**src/odt_pkg.sv**
```systemverilog
// Purpose: Shared constants and types for the termination control block.
// Assumes: One aligned 32-bit word per register on the APB bus.
// Notes: Latencies are counted in edges of the sampled memory clock.
package odt_pkg;

    // ======================================================================
    // Register map
    localparam logic [7:0] CFG_OFS = 8'h00;
    localparam logic [7:0] STAT_OFS = 8'h04;

    // ======================================================================
    // Configuration fields
    localparam int CFG_DLL_PD_BIT = 0;
    localparam int CFG_NOM_LSB = 1;
    localparam int CFG_TDQS_BIT = 4;
    localparam int CFG_WR_LSB = 5;
    localparam int CFG_BMODE_LSB = 8;
    localparam int CFG_CWL_LSB = 12;
    localparam int CFG_AL_LSB = 16;
    localparam logic [31:0] CFG_RESET = 32'h0000_5000;

    // ======================================================================
    // Status fields
    localparam int ST_TERM_BIT = 0;
    localparam int ST_WRSEL_BIT = 1;
    localparam int ST_PD_BIT = 2;
    localparam int ST_SR_BIT = 3;
    localparam int ST_SYNC_BIT = 4;
    localparam int ST_EN_BIT = 5;
    localparam int ST_LAT_LSB = 8;

    // ======================================================================
    // Timing counts in memory clock cycles
    localparam logic [5:0] LAT_OFFSET = 6'h02;
    localparam logic [5:0] CWN4_EXTRA = 6'h04;
    localparam logic [5:0] CWN8_EXTRA = 6'h06;
    localparam int ODTH_SHORT = 4;
    localparam int ODTH_LONG = 6;
    localparam int HIST_W = 40;
    localparam logic [5:0] LAT_MAX = 6'h21;

    typedef enum logic [1:0] {
        BM_BL8 = 2'h0,
        BM_BC4 = 2'h1,
        BM_OTF = 2'h2
    } burst_mode_t;

    typedef enum logic [2:0] {
        PS_ACTIVE = 3'b001,
        PS_PDOWN = 3'b010,
        PS_SREF = 3'b100
    } pwr_state_t;

endpackage

```
**src/link_sample_if.sv**
```systemverilog
// Purpose: Carries memory pin samples taken at each rising memory clock.
// Assumes: Driven by the pin sampler, read by the control block.
// Notes: All fields are valid in the cycle where ck_rise is high.
interface link_sample_if;
    logic ck_rise;
    logic cke;
    logic odt;
    logic cs_n;
    logic ras_n;
    logic cas_n;
    logic we_n;
    logic a12;

    modport src (output ck_rise, cke, odt, cs_n, ras_n, cas_n, we_n, a12);
    modport snk (input ck_rise, cke, odt, cs_n, ras_n, cas_n, we_n, a12);
endinterface

```
**src/ck_pin_sampler.sv**
```systemverilog
// Purpose: Synchronises memory pins and finds rising memory clock edges.
// Assumes: The memory clock is several times slower than pclk.
// Notes: Pins must be stable for three pclk cycles around each edge.
module ck_pin_sampler (
    input wire logic pclk,
    input wire logic presetn,
    input wire logic ck,
    input wire logic [7:0] pins,
    link_sample_if.src ls
);
    // ======================================================================
    // Two flops on every pin; outputs read the second stage, and ck gets a third flop for edge detection.
    logic [8:0] meta_r;
    logic [8:0] sync_r;
    logic ck_last_r;

    always_ff @(posedge pclk or negedge presetn) begin
        if (!presetn) begin
            meta_r <= 9'h000;
            sync_r <= 9'h000;
            ck_last_r <= 1'b0;
        end else begin
            meta_r <= {ck, pins};
            sync_r <= meta_r;
            ck_last_r <= sync_r[8];
        end
    end

    always_comb begin
        ls.ck_rise = sync_r[8] & ~ck_last_r;
        ls.cke = sync_r[0];
        ls.odt = sync_r[1];
        ls.cs_n = sync_r[2];
        ls.ras_n = sync_r[3];
        ls.cas_n = sync_r[4];
        ls.we_n = sync_r[5];
        ls.a12 = sync_r[6];
    end
endmodule

```
**src/odt_pd_ctrl.sv**
```systemverilog
// Purpose: Power-down exit and on-die termination control of the memory.
// Assumes: APB master on pclk; memory pins sampled through ck_pin_sampler.
// Notes: Asynchronous termination timing is not modelled.
module odt_pd_ctrl (
    input wire logic pclk,
    input wire logic presetn,
    input wire logic psel,
    input wire logic penable,
    input wire logic pwrite,
    input wire logic [7:0] paddr,
    input wire logic [31:0] pwdata,
    output logic [31:0] prdata,
    output logic pready,
    output logic pslverr,
    input wire logic ck,
    input wire logic cke,
    input wire logic odt,
    input wire logic cs_n,
    input wire logic ras_n,
    input wire logic cas_n,
    input wire logic we_n,
    input wire logic a12,
    output logic term_dq_on,
    output logic term_tdqs_on,
    output logic term_wr_sel,
    output logic [2:0] term_strength,
    output logic in_power_down,
    output logic in_self_refresh
);
    // ======================================================================
    // Pin sampling
    link_sample_if ls ();

    ck_pin_sampler u_sampler (
        .pclk(pclk),
        .presetn(presetn),
        .ck(ck),
        .pins({1'b0, a12, we_n, cas_n, ras_n, cs_n, odt, cke}),
        .ls(ls)
    );

    // ======================================================================
    // Helpers
    localparam logic [5:0] LAT_LIM = odt_pkg::LAT_OFFSET;
    localparam int HW = odt_pkg::HIST_W;

    function automatic logic is_nop(input logic c, r, a, w);
        return c | (r & a & w);
    endfunction

    function automatic logic is_write(input logic c, r, a, w);
        return !c & r & !a & !w;
    endfunction

    function automatic logic is_refresh(input logic c, r, a, w);
        return !c & !r & !a & w;
    endfunction

    function automatic logic [5:0] calc_lat(input logic [3:0] write_cas_latency,
                                            input logic [4:0] al);
        logic [5:0] sum;
        sum = 6'(write_cas_latency) + 6'(al);
        if (sum < LAT_LIM) return 6'h00;
        sum = sum - odt_pkg::LAT_OFFSET;
        return (sum > odt_pkg::LAT_MAX) ? odt_pkg::LAT_MAX : sum;
    endfunction

    // ======================================================================
    // Configuration register
    logic [31:0] cfg_r;
    logic [31:0] prdata_r;
    logic pready_r;
    logic pslverr_r;
    logic [31:0] status;
    logic wr_access;
    logic addr_ok;

    logic dll_pd_keep;
    logic [2:0] rtt_nom;
    logic tdqs_en;
    logic [1:0] rtt_wr;
    logic [1:0] bmode;
    logic [5:0] lat;
    logic odt_en;
    logic dyn_en;

    assign dll_pd_keep = cfg_r[odt_pkg::CFG_DLL_PD_BIT];
    assign rtt_nom = cfg_r[odt_pkg::CFG_NOM_LSB +: 3];
    assign tdqs_en = cfg_r[odt_pkg::CFG_TDQS_BIT];
    assign rtt_wr = cfg_r[odt_pkg::CFG_WR_LSB +: 2];
    assign bmode = cfg_r[odt_pkg::CFG_BMODE_LSB +: 2];
    assign lat = calc_lat(cfg_r[odt_pkg::CFG_CWL_LSB +: 4],
                          cfg_r[odt_pkg::CFG_AL_LSB +: 5]);
    assign odt_en = (rtt_nom != 3'h0) || (rtt_wr != 2'h0);
    assign dyn_en = (rtt_wr != 2'h0);

    assign addr_ok = (paddr == odt_pkg::CFG_OFS) ||
                     (paddr == odt_pkg::STAT_OFS);
    assign wr_access = psel & penable & pready_r & pwrite &
                       (paddr == odt_pkg::CFG_OFS);

    always_ff @(posedge pclk or negedge presetn) begin
        if (!presetn) begin
            cfg_r <= odt_pkg::CFG_RESET;
        end else if (wr_access) begin
            cfg_r <= pwdata;
        end
    end

    // One wait-free access: pready is raised in the first access cycle.
    always_ff @(posedge pclk or negedge presetn) begin
        if (!presetn) begin
            pready_r <= 1'b0;
            pslverr_r <= 1'b0;
            prdata_r <= 32'h0000_0000;
        end else begin
            pready_r <= psel & ~penable;
            pslverr_r <= psel & ~penable & ~addr_ok;
            if (psel & ~penable & ~pwrite) begin
                if (paddr == odt_pkg::CFG_OFS) prdata_r <= cfg_r;
                else if (paddr == odt_pkg::STAT_OFS) prdata_r <= status;
                else prdata_r <= 32'h0000_0000;
            end
        end
    end

    // ======================================================================
    // Power state tracking
    odt_pkg::pwr_state_t state_r;
    logic nop_cmd;

    assign nop_cmd = is_nop(ls.cs_n, ls.ras_n, ls.cas_n, ls.we_n);

    always_ff @(posedge pclk or negedge presetn) begin
        if (!presetn) begin
            state_r <= odt_pkg::PS_ACTIVE;
        end else if (ls.ck_rise) begin
            unique case (state_r)
                odt_pkg::PS_ACTIVE: begin
                    if (!ls.cke && is_refresh(ls.cs_n, ls.ras_n,
                                              ls.cas_n, ls.we_n)) begin
                        state_r <= odt_pkg::PS_SREF;
                    end else if (!ls.cke && nop_cmd) begin
                        state_r <= odt_pkg::PS_PDOWN;
                    end
                end
                odt_pkg::PS_PDOWN: begin
                    if (ls.cke && nop_cmd) begin
                        state_r <= odt_pkg::PS_ACTIVE;
                    end
                end
                odt_pkg::PS_SREF: begin
                    if (ls.cke && nop_cmd) state_r <= odt_pkg::PS_ACTIVE;
                end
                default: state_r <= odt_pkg::PS_ACTIVE;
            endcase
        end
    end

    // Synchronous timing holds unless the DLL is frozen in power-down.
    logic sync_mode;
    assign sync_mode = !(state_r == odt_pkg::PS_PDOWN && !dll_pd_keep);

    // ======================================================================
    // ODT and write history, one bit per memory clock edge
    logic [HW-1:0] odt_hist_r;
    logic [HW-1:0] wr_hist_r;
    logic [HW-1:0] bl8_hist_r;
    logic odt_in;
    logic wr_cmd;
    logic wr_bl8;

    // The pin decides on/off outside self-refresh; reads are never decoded here.
    assign odt_in = ls.odt && (state_r != odt_pkg::PS_SREF);
    assign wr_cmd = is_write(ls.cs_n, ls.ras_n, ls.cas_n, ls.we_n) &&
                    state_r == odt_pkg::PS_ACTIVE;
    assign wr_bl8 = (bmode == odt_pkg::BM_BL8) ||
                    ((bmode != odt_pkg::BM_BC4) && ls.a12);

    always_ff @(posedge pclk or negedge presetn) begin
        if (!presetn) begin
            odt_hist_r <= '0;
            wr_hist_r <= '0;
            bl8_hist_r <= '0;
        end else if (ls.ck_rise) begin
            odt_hist_r <= {odt_hist_r[HW-2:0], odt_in};
            wr_hist_r <= {wr_hist_r[HW-2:0], wr_cmd && dyn_en};
            bl8_hist_r <= {bl8_hist_r[HW-2:0], wr_bl8};
        end
    end

    // A write selects write strength from lat edges on for four or six.
    function automatic logic in_wr_window(input logic [HW-1:0] wh,
                                          input logic [HW-1:0] bh,
                                          input logic [5:0] l);
        logic hit;
        hit = 1'b0;
        for (int k = 0; k < HW; k++) begin
            if (wh[k] && 6'(k) >= l &&
                6'(k) < l + (bh[k] ? odt_pkg::CWN8_EXTRA
                                   : odt_pkg::CWN4_EXTRA)) begin
                hit = 1'b1;
            end
        end
        return hit;
    endfunction

    // ======================================================================
    // Outputs
    logic term_on_r;
    logic term_tdqs_r;
    logic wr_sel_r;
    logic [2:0] strength_r;
    logic pd_r;
    logic sr_r;
    logic term_nxt;
    logic wr_sel_nxt;

    assign term_nxt = odt_hist_r[lat] && odt_en &&
                      state_r != odt_pkg::PS_SREF;
    assign wr_sel_nxt = dyn_en &&
        in_wr_window(wr_hist_r, bl8_hist_r, lat);

    always_ff @(posedge pclk or negedge presetn) begin
        if (!presetn) begin
            term_on_r <= 1'b0;
            term_tdqs_r <= 1'b0;
            wr_sel_r <= 1'b0;
            strength_r <= 3'h0;
            pd_r <= 1'b0;
            sr_r <= 1'b0;
        end else begin
            term_on_r <= term_nxt;
            term_tdqs_r <= term_nxt && tdqs_en;
            wr_sel_r <= wr_sel_nxt;
            strength_r <= wr_sel_nxt ? {1'b0, rtt_wr} : rtt_nom;
            pd_r <= state_r == odt_pkg::PS_PDOWN;
            sr_r <= state_r == odt_pkg::PS_SREF;
        end
    end

    always_comb begin
        status = 32'h0000_0000;
        status[odt_pkg::ST_TERM_BIT] = term_on_r;
        status[odt_pkg::ST_WRSEL_BIT] = wr_sel_r;
        status[odt_pkg::ST_PD_BIT] = pd_r;
        status[odt_pkg::ST_SR_BIT] = sr_r;
        status[odt_pkg::ST_SYNC_BIT] = sync_mode;
        status[odt_pkg::ST_EN_BIT] = odt_en;
        status[odt_pkg::ST_LAT_LSB +: 6] = lat;
    end

    assign prdata = prdata_r;
    assign pready = pready_r;
    assign pslverr = pslverr_r;
    assign term_dq_on = term_on_r;
    assign term_tdqs_on = term_tdqs_r;
    assign term_wr_sel = wr_sel_r;
    assign term_strength = strength_r;
    assign in_power_down = pd_r;
    assign in_self_refresh = sr_r;
endmodule

```
**config.mk**
```make
export PLATFORM = sky130hd
export DESIGN_NAME = odt_pd_ctrl
export DESIGN_NICKNAME = d
export VERILOG_FILES = /design/src/odt_pkg.sv /design/src/link_sample_if.sv /design/src/ck_pin_sampler.sv /design/src/odt_pd_ctrl.sv
export SDC_FILE = /design/constraint.sdc
export NUM_CORES = 1
export LEC_CHECK = 0
export ABC_AREA = 1
export BUFFER_PORTS_ARGS = -buffer_cell sky130_fd_sc_hd__buf_2
export CAP_MARGIN = 5
export CORE_MARGIN = 8
export CORE_UTILIZATION = 35
export CTS_BUF_LIST = sky130_fd_sc_hd__clkbuf_16
export CTS_CLUSTER_SIZE = 12
export DETAILED_ROUTE_END_ITERATION = 6
export GPL_TIMING_DRIVEN = 1
export SLEW_MARGIN = 10
export SYNTH_ARGS = -nofsm -noshare
export SYNTH_HDL_FRONTEND = slang
export SYNTH_SLANG_ARGS = --single-unit
```
**constraint.sdc**
```tcl
create_clock -name pclk -period 6.45 [get_ports pclk]
set_clock_uncertainty 0.2 [all_clocks]
set_input_delay 0.9675 -clock pclk [delete_from_list [all_inputs] [get_ports pclk]]
set_output_delay 0.9675 -clock pclk [all_outputs]
set_load 0.02 [all_outputs]
```
==> results of run 1 <==
==> registers in the layout (all words and copies together) (netlist names), 3 cells and up <==
register,cells
bl8_hist_r,39
wr_hist_r,39
odt_hist_r,36
cfg_r,32
prdata,32
u_sampler.meta_r,8
u_sampler.sync_r,8
state_r,3
term_strength,3
==> per-layer routing <==
layer / routed length, um / up-vias / global-route usage [%] / part of all wire (%)
met2: 14900 / 345 / 25.3 / 44
met4: 826 / 2 / 4.13 / 2.4
met3: 2590 / 58 / 4.18 / 7.7
met1: 15400 / 4943 / 22.2 / 46
li1: - / 5144 / - / -
met5: 13 / - / 0 / 0.039
==> area by class of cell <==
type	instances	area [sq um]
inverter	181	679
sequential	208	5210
clock inverter	17	104
fill	3471	20000
multi-input combinational	1099	5710
timing repair buffer	114	643
clock buffer	24	601
tap	448	561
==> metrics by stage <==
step / util, % / hold slack, ns / area, sq um / instances / worst slack, ns
after CTS: 40.3 / 0.144 / 13500 / 2091 / 0.976
after floorplan: - / 0.131 / 11900 / 1556 / 1.69
after detailed placement: 38.2 / 0.135 / 12800 / 2050 / 0.965
after global placement: 38.2 / 0.132 / 12800 / 2050 / 1.17
final: 40.3 / 0.143 / 13500 / 2091 / 0.868
after global routing: 40.3 / 0.154 / 13500 / 2091 / 0.468
==> logic make-up after synthesis <==
family,after synthesis
AO/OA/AOI/OAI,254
flip-flops,208
XOR/XNOR,10
adder cells (fa/ha/maj),71
multiplexers,9
buffers and inverters,249
AND/OR/NAND/NOR,755
==> power by group through the flow <==
stage / logic (mW) / registers (mW) / clock network, mW
after floorplan: 0.128 / 1.45 / 0
after detailed placement: 0.241 / 1.45 / 0
final: 0.237 / 1.42 / 1.22
after global routing: 0.272 / 1.43 / 1.30
after CTS: 0.242 / 1.42 / 1.25
after global placement: 0.235 / 1.45 / 0
==> Yosys cell counts, types with 9 or more instances <==
| master | instances | area [sq um] |
|---|---|---|
| nand3_1 | 78 | 390 |
| mux2_2 | 9 | 101 |
| dfrtp_1 | 205 | 5130 |
| inv_1 | 174 | 653 |
| a2bb2oi_1 | 10 | 87.6 |
| nand2_2 | 12 | 75.1 |
| a21oi_1 | 70 | 350 |
| buf_4 | 10 | 75.1 |
| o21ai_1 | 14 | 70.1 |
| o31ai_1 | 18 | 135 |
| nand2_1 | 489 | 1840 |
| nand4_1 | 16 | 100 |
| o21ai_0 | 110 | 551 |
| nor2_1 | 121 | 454 |
| o22ai_1 | 10 | 62.6 |
| clkbuf_1 | 35 | 131 |
| xor2_1 | 10 | 87.6 |
| nor3_1 | 9 | 45.0 |
| ha_1 | 70 | 876 |
==> final timing paths <==
check | from | to | slack (ns)
setup reg to reg | cfg_r[12]$_DFFE_PN1P_ | term_strength[1]$_DFF_PN0_ | 0.87
hold reg to reg | u_sampler.meta_r[4]$_DFF_PN0_ | u_sampler.sync_r[4]$_DFF_PN0_ | 0.14
hold / removal | u_sampler.meta_r[4]$_DFF_PN0_ | u_sampler.sync_r[4]$_DFF_PN0_ | 0.14
setup / recovery | cfg_r[12]$_DFFE_PN1P_ | term_strength[1]$_DFF_PN0_ | 0.87
max in group asynchronous | presetn | bl8_hist_r[31]$_DFFE_PN0P_ | 4.56
min in group asynchronous | presetn | u_sampler.sync_r[4]$_DFF_PN0_ | 0.32
==> results.ini, run 1 <==
[status]
status = finished, final reports clean

[grt]
grt_max_degree = 116
antenna_found_initial = 1
gr-usage-all-layers_pct = 16.3
grt_pass1_vias = 10200
grt_overflow = 0
grt_first_pass_wirelength_um = 54800

[clock_network]
root_buffer = clkbuf_16
cts_made_buffers = 24
cts.htree.levels = 1
clk_path_buf_depth = 3
clkTransAtPathRegs_ns = 0.06
postCtsSetupRepairBufs = 0
hold_buffers = 0
clk_latency_ns = 0.53
cts_tree = done
cts_resized = 0
cts_sinks = 208

[power]
power.density_nw_per_um2 = 214
netSwitchingFraction_pct = 26.2
p_int_mw = 2.13
comb_power_share_pct = 8.2
p_leak_nw = 6.87
peakVddDrop_mv = 0.231
power_frac_seq_pct = 49.4
totalPowerFinal_mw = 2.88
switchingPower_mw = 0.755
clock_power_share_pct = 42.4

[cells_and_area]
mostFrequentLayoutCell = nand2_1
nets = 1752
mostFrequentLayoutCells = 488 x nand2_1, 205 x dfrtp_1, 181 x inv_1, 120 x nor2_1, 110 x o21ai_0
syn2layout_area_growth_pct = 13.1
n_antenna_cell = 0
drive_gt1_share_pct = 12.4

[setup_path]
cp_max_fo = 16
worstPathRequired_ns = 6.72
worstPathArrival_ns = 5.85
cp_common_cell = nand2_1
cp_num_cells = 29
critPathCaptureType = flip-flop
crit_buf_inv = 4
crit_type = flip-flop to flip-flop
cp_slowest_cell = fa_1
worstSetupStartpointType = flip-flop
rr_worst_depth = 29
cp_slowest_stage_delay_ns = 0.70
critPathTopFamily = simple AND/OR/NAND/NOR gates

[yosys]
ys.flop_type = dfrtp_1
synthMuxAreaShare_pct = 0.849
syn_area_per_cell_sq_um = 7.67
yosysSeqAreaShare_pct = 43.6
synth_cell_types = 49
synth_edf_count = 0
synth_cells = 1556
synth_compound_area_share_pct = 11.9
yosys.area_share.simple_pct = 26.6
yosysWarnings = 0
async_reset_ff_share_pct = 100
synth-xor-area-share_pct = 0.733
synth_top_family_by_area = simple AND/OR/NAND/NOR gates
synth-seq-cells = 208
synth_nets = 1680
syn_area_sq_um = 11900
synthAdderAreaFrac_pct = 7.50

[sta]
setup_violations = 0
tns_ns = 0
tightest_slew_ns = 1.16
fmax_mhz = 179
period_minus_slack_ns = 5.58
maxSlewViolCount = 0
period_share_pct = 86.5
slew_headroom_pct = 22.7
rsz0062_at_grt = false
hold_viol = 0

[placement]
hpwl_um = 23500
port_buffers = 94
place_congestion = 0.883

[routing]
drt_wl_total_um = 33700
drcViolationCount = 0
wire_per_inst_um = 16.1
route.vias.total = 10500
viasPerCell = 5.02
dr.pass1.iters = 5
first_iter_violations = 812
drtAntennaViolNets = 0

[run]
cap_violations = 0

[floorplanning]
die_h_um = 201
start_util_pct = 35.6
core_sq_um = 33500
fp.dieW_um = 201
rows = 67
die-area_sq_um = 40300
io_pins = 95

[worst_hold_path]
hold_depth = 0
hp-class = flip-flop to flip-flop

(Power assumes the default switching activity.)
==> run 2, diff against run 1 <==
--- a/config.mk
+++ b/config.mk
@@ -6,7 +6,7 @@
 export NUM_CORES = 1
 export LEC_CHECK = 0
 export ABC_AREA = 1
-export BUFFER_PORTS_ARGS = -buffer_cell sky130_fd_sc_hd__buf_2
+export BUFFER_PORTS_ARGS = -buffer_cell sky130_fd_sc_hd__buf_4
 export CAP_MARGIN = 5
 export CORE_MARGIN = 8
 export CORE_UTILIZATION = 35
==> results.ini, run 2 (synthesis gave the netlist of run 1 again) <==
[setup_path]
cp_slowest_cell = fa_1
crit_type = flip-flop to flip-flop
cp_max_fo = 19  ; +3
worstSetupStartpointType = flip-flop
cp_common_cell = nand2_1
worstPathArrival_ns = 5.83  ; -0.02 ns
r2r-start = cfg_r[12]$_DFFE_PN1P_
critPathCaptureType = flip-flop
cp_slowest_stage_delay_ns = 0.68  ; -0.02 ns
worstPathRequired_ns = 6.67  ; -0.05 ns
timing.critical_path.from = cfg_r[12]$_DFFE_PN1P_

[power]
peakVddDrop_mv = 0.177  ; -23%
p_leak_nw = 6.94  ; +1.1%
power.density_nw_per_um2 = 217  ; +1.7%
totalPowerFinal_mw = 2.99  ; +3.7%

[floorplanning]
fp.dieW_um = 201  ; unchanged
die-area_sq_um = 40300  ; unchanged
io_pins = 95  ; unchanged
core_sq_um = 33500  ; unchanged
rows = 67  ; unchanged
start_util_pct = 35.6  ; unchanged
die_h_um = 201  ; unchanged

[placement]
place_ws_ns = 0.921  ; -0.0450 ns
hpwl_um = 23800  ; +1.4%
place_congestion = 0.914  ; +3.6%
port_buffers = 94  ; unchanged

[clock_network]
clk_latency_ns = 0.54  ; about the same
postCtsSetupRepairBufs = 0  ; unchanged
root_buffer = clkbuf_16
cts_sinks = 208  ; unchanged
cts_made_buffers = 24  ; unchanged
cts_resized = 0  ; unchanged
clk_path_buf_depth = 3  ; unchanged
cts.htree.levels = 1  ; unchanged
cts_tree = done
clkTransAtPathRegs_ns = 0.06  ; about the same
hold_buffers = 0  ; unchanged

[routing]
route.vias.total = 10400  ; -0.41%
drtAntennaViolNets = 0  ; unchanged
dr.pass1.iters = 7  ; +2
drt_wl_total_um = 34100  ; +0.98%
drcViolationCount = 2  ; +2
wire_per_inst_um = 16.3  ; +0.88%
viasPerCell = 4.99  ; -0.51%
first_iter_violations = 776  ; -4.4%

[sta]
hold_viol = 0  ; unchanged
period_minus_slack_ns = 5.61  ; +0.0300 ns
setup_violations = 0  ; unchanged
fmax_mhz = 178  ; -0.53%
maxSlewViolCount = 0  ; unchanged
slew_headroom_pct = 28.0  ; +5.3 points
rsz0062_at_grt = false
tns_ns = 0  ; unchanged
period_share_pct = 87.0  ; +0.46 points
tightest_slew_ns = 1.08  ; -0.0795 ns
fin_ws_ns = 0.838  ; -0.0300 ns

[grt]
grt_first_pass_wirelength_um = 56400  ; +2.8%
grt_max_degree = 129  ; +11%
grt_pass1_vias = 10500  ; +2.6%
gr-usage-all-layers_pct = 16.7  ; +0.49 points
antenna_found_initial = 0  ; -1
grt_overflow = 0  ; unchanged

[worst_hold_path]
holdCritStartpoint = u_sampler.meta_r[4]$_DFF_PN0_
hp-class = flip-flop to flip-flop

[cells_and_area]
mostFrequentLayoutCells = 488 x nand2_1, 205 x dfrtp_1, 181 x inv_1, 120 x nor2_1, 111 x buf_4
mostFrequentLayoutCell = nand2_1
n_antenna_cell = 0  ; unchanged
drive_gt1_share_pct = 12.3  ; -0.015 points
nets = 1751  ; -0.057%
syn2layout_area_growth_pct = 15.4
largestRegisters = bl8_hist_r x39, wr_hist_r x39, odt_hist_r x36

[run]
cap_violations = 0  ; unchanged

[status]
failed_checks = design-rule violations
status = complete, but fails checks

==> run 2: worst max-delay path, delay by kind of cell (launching register included) <==
family	cells	cell delay [ns]
compound gates	1	0.09
buf+inv	4	0.81
fa+ha+maj	5	1.74
simple gates	18	2.29
flops	1	0.38
==> run 2: area by class of cell <==
cell class	count	area (sq um)
well taps	448	561
inverters	181	679
fillers	3465	19800
repair buffers	113	868
multi-input cells	1099	5710
clock buffers	24	601
clock inverters	20	150
flip-flops and latches	208	5210
==> run 2: layer usage <==
metal	vias to the layer above	wire [um]	track usage (%)
met4	0	902	4.99
li1	5146	-	-
met1	4921	15900	22.9
met5	-	0	0
met3	67	2470	4.39
met2	315	14800	25.7
==> run 2: path summary, 6_finish.rpt <==
check	end	cells after the start	slack, ns
worst max register to register	term_strength[0]$_DFF_PN0_	28	0.84
worst min-delay path	u_sampler.sync_r[4]$_DFF_PN0_	0	0.15
worst min register to register	u_sampler.sync_r[4]$_DFF_PN0_	0	0.15
min in group asynchronous	u_sampler.sync_r[3]$_DFF_PN0_	1	0.32
max in group asynchronous	bl8_hist_r[26]$_DFFE_PN0P_	2	4.57
worst max-delay path	term_strength[0]$_DFF_PN0_	28	0.84
==> run 2: stage by stage <==
step	instance area [sq um]	instances	utilization [%]	hold WS (ns)
2_1_floorplan	11900	1556	-	0.131
3_3_place_gp	13000	2049	38.8	0.133
3_5_place_dp	13000	2049	38.8	0.135
4_1_cts	13800	2093	41.1	0.148
5_1_grt	13800	2093	41.1	0.157
6_report	13800	2093	41.1	0.147
==> run 2: power by group <==
| part | switching, mW | internal [mW] | leakage, nW |
|---|---|---|---|
| Sequential | 0.0517 | 1.37 | 2.67 |
| Clock | 0.555 | 0.756 | 0.396 |
| Combinational | 0.160 | 0.0948 | 3.87 |
==> run 3, diff against run 2 <==
--- a/config.mk
+++ b/config.mk
@@ -8,7 +8,6 @@
 export ABC_AREA = 1
 export BUFFER_PORTS_ARGS = -buffer_cell sky130_fd_sc_hd__buf_4
 export CAP_MARGIN = 5
-export CORE_MARGIN = 8
 export CORE_UTILIZATION = 35
 export CTS_BUF_LIST = sky130_fd_sc_hd__clkbuf_16
 export CTS_CLUSTER_SIZE = 12
==> results.ini, run 3 (synthesis gave the netlist of run 1 again) <==
[routing]
wire_per_inst_um = 16.2  ; -0.39%
route.vias.total = 10500  ; +0.18%
viasPerCell = 5.00  ; +0.18%
drcViolationCount = 0  ; -2
drt_wl_total_um = 33900  ; -0.39%
first_iter_violations = 767  ; -1.2%
dr.pass1.iters = 5  ; -2
drtAntennaViolNets = 0  ; unchanged

[run]
cap_violations = 0  ; unchanged

[sta]
fmax_mhz = 180  ; +1.2%
tightest_slew_ns = 1.15  ; +0.0705 ns
period_share_pct = 85.9  ; -1.1 points
rsz0062_at_grt = false
slew_headroom_pct = 23.3  ; -4.7 points
maxSlewViolCount = 0  ; unchanged
setup_violations = 0  ; unchanged
hold_viol = 0  ; unchanged
period_minus_slack_ns = 5.54  ; -0.0689 ns
tns_ns = 0  ; unchanged

[setup_path]
cp_slowest_stage_delay_ns = 0.79  ; +0.11 ns
reg2reg_slack_ns = 0.91  ; +0.07 ns
worstPathRequired_ns = 6.72  ; +0.05 ns
cp_max_fo = 20  ; +1
critPathCaptureType = flip-flop
critPathTopFamily = simple AND/OR/NAND/NOR gates
cp_common_cell = nand2_1
worstPathArrival_ns = 5.82  ; about the same
path_cells = ha_1 > fa_1 > clkinv_1 > ha_1 > buf_4 > inv_1 > nand2_1 > inv_1 > o21ai_1 > xor2_1 > nand2_1 > nand2_1 > nand2_1 > nand2_1 > nor2_1 > nand3_1 > nand2_1 > nand2_1 > nand2_1
crit_buf_inv = 4  ; unchanged
cp_slowest_cell = nand2_1
worstSetupStartpointType = flip-flop
crit_type = flip-flop to flip-flop

[grt]
antenna_found_initial = 0  ; unchanged
grt_pass1_vias = 10300  ; -1.5%
grt_overflow = 0  ; unchanged
grt_first_pass_wirelength_um = 55600  ; -1.3%
gr-usage-all-layers_pct = 19.7  ; +2.9 points
grt_max_degree = 99  ; -23%

[clock_network]
cts_tree = done
hold_buffers = 0  ; unchanged
postCtsSetupRepairBufs = 0  ; unchanged
clk_path_buf_depth = 3  ; unchanged
cts.htree.levels = 1  ; unchanged
clk_latency_ns = 0.54  ; about the same
root_buffer = clkbuf_16
cts_resized = 0  ; unchanged
cts_sinks = 208  ; unchanged
cts_made_buffers = 24  ; unchanged
clkTransAtPathRegs_ns = 0.06  ; about the same

[placement]
port_buffers = 94  ; unchanged
place_congestion = 0.930  ; +1.7%
hpwl_um = 23500  ; -1.4%
placed_cell_area_sq_um = 13000  ; about the same

[floorplanning]
io_pins = 95  ; unchanged
fp.dieW_um = 187  ; -7.0%
core_sq_um = 33500  ; unchanged
start_util_pct = 35.6  ; unchanged
die_h_um = 187  ; -7.0%
rows = 67  ; unchanged
die-area_sq_um = 34900  ; -13%

[power]
power.density_nw_per_um2 = 215  ; -1.1%
power_frac_seq_pct = 48.4  ; +0.7 points
netSwitchingFraction_pct = 26.0  ; +0.38 points
switchingPower_mw = 0.768  ; +0.12%
clock_power_share_pct = 43.0  ; -0.8 points
peakVddDrop_mv = 0.211  ; +19%
p_int_mw = 2.18  ; -1.8%
p_leak_nw = 6.92  ; -0.26%
comb_power_share_pct = 8.6  ; about the same

[cells_and_area]
mostFrequentLayoutCells = 488 x nand2_1, 205 x dfrtp_1, 179 x inv_1, 120 x nor2_1, 113 x buf_4
num-fill-cells = 3480  ; +0.43%
mostFrequentLayoutCell = nand2_1
design_area_sq_um = 13700  ; -0.25%
drive_gt1_share_pct = 12.4  ; +0.061 points
nets = 1752  ; +0.057%
largestRegisters = bl8_hist_r x39, wr_hist_r x39, odt_hist_r x36
n_antenna_cell = 0  ; unchanged
syn2layout_area_growth_pct = 15.1

[worst_hold_path]
hp-class = flip-flop to flip-flop

[status]
status = finished, final reports clean

## run 3: cell type report
cell class | count | area, sq um | share of cell area (%)
inverter | 181 | 679 | 4.94
clock buffer | 24 | 601 | 4.37
multi-input combinational | 1099 | 5710 | 41.5
sequential | 208 | 5210 | 37.9
timing repair buffer | 114 | 863 | 6.28
clock inverter | 19 | 121 | 0.883
tap | 448 | 561 | 4.08
## run 3: power groups by stage
| stage | Combinational [mW] | Clock [mW] | Sequential (mW) |
|---|---|---|---|
| floorplan | 0.128 | 0 | 1.45 |
| global placement | 0.251 | 0 | 1.45 |
| detailed placement | 0.258 | 0 | 1.45 |
| CTS | 0.259 | 1.30 | 1.43 |
| global route | 0.289 | 1.35 | 1.44 |
| finish | 0.255 | 1.27 | 1.43 |
## run 3: path summary, 6_finish.rpt
kind                                               start                             to  cells past startpoint
min                        u_sampler.meta_r[0]$_DFF_PN0_  u_sampler.sync_r[0]$_DFF_PN0_                      0
max in group asynchronous                        presetn      wr_hist_r[29]$_DFFE_PN0P_                      2
max                                cfg_r[16]$_DFFE_PN0P_     term_strength[0]$_DFF_PN0_                     19
max reg2reg                        cfg_r[16]$_DFFE_PN0P_     term_strength[0]$_DFF_PN0_                     19
min reg2reg                u_sampler.meta_r[0]$_DFF_PN0_  u_sampler.sync_r[0]$_DFF_PN0_                      0
min in group asynchronous                        presetn  u_sampler.meta_r[5]$_DFF_PN0_                      1
## run 3: stage by stage
step | cells | util, % | hold slack (ns) | power [mW] | setup slack [ns]
final | 2093 | 41.0 | 0.140 | 2.95 | 0.907
after detailed placement | 2050 | 38.8 | 0.136 | 1.71 | 1.04
after global routing | 2093 | 41.0 | 0.149 | 3.08 | 0.609
after global placement | 2050 | 38.8 | 0.134 | 1.70 | 1.18
after CTS | 2093 | 41.0 | 0.145 | 2.99 | 1.03
after floorplan | 1556 | - | 0.131 | 1.58 | 1.69
## run 3: routing by layer
layer / vias to the layer above / wire [um] / global-route usage [%]
met5: - / 0 / 0
met4: 0 / 1050 / 6.56
met2: 297 / 15000 / 31.1
met3: 76 / 2340 / 3.82
met1: 4939 / 15500 / 26.9
li1: 5156 / - / -
## run 3: worst reg2reg max path: stages (launching register included)
cell and delay [ns]:
dfrtp_1 0.39, ha_1 0.23, fa_1 0.68, clkinv_1 0.33
ha_1 0.39, buf_4 0.21, inv_1 0.62, nand2_1 0.80
inv_1 0.48, o21ai_1 0.12, xor2_1 0.15, nand2_1 0.08
nand2_1 0.05, nand2_1 0.12, nand2_1 0.07, nor2_1 0.08
nand3_1 0.19, nand2_1 0.17, nand2_1 0.07, nand2_1 0.05
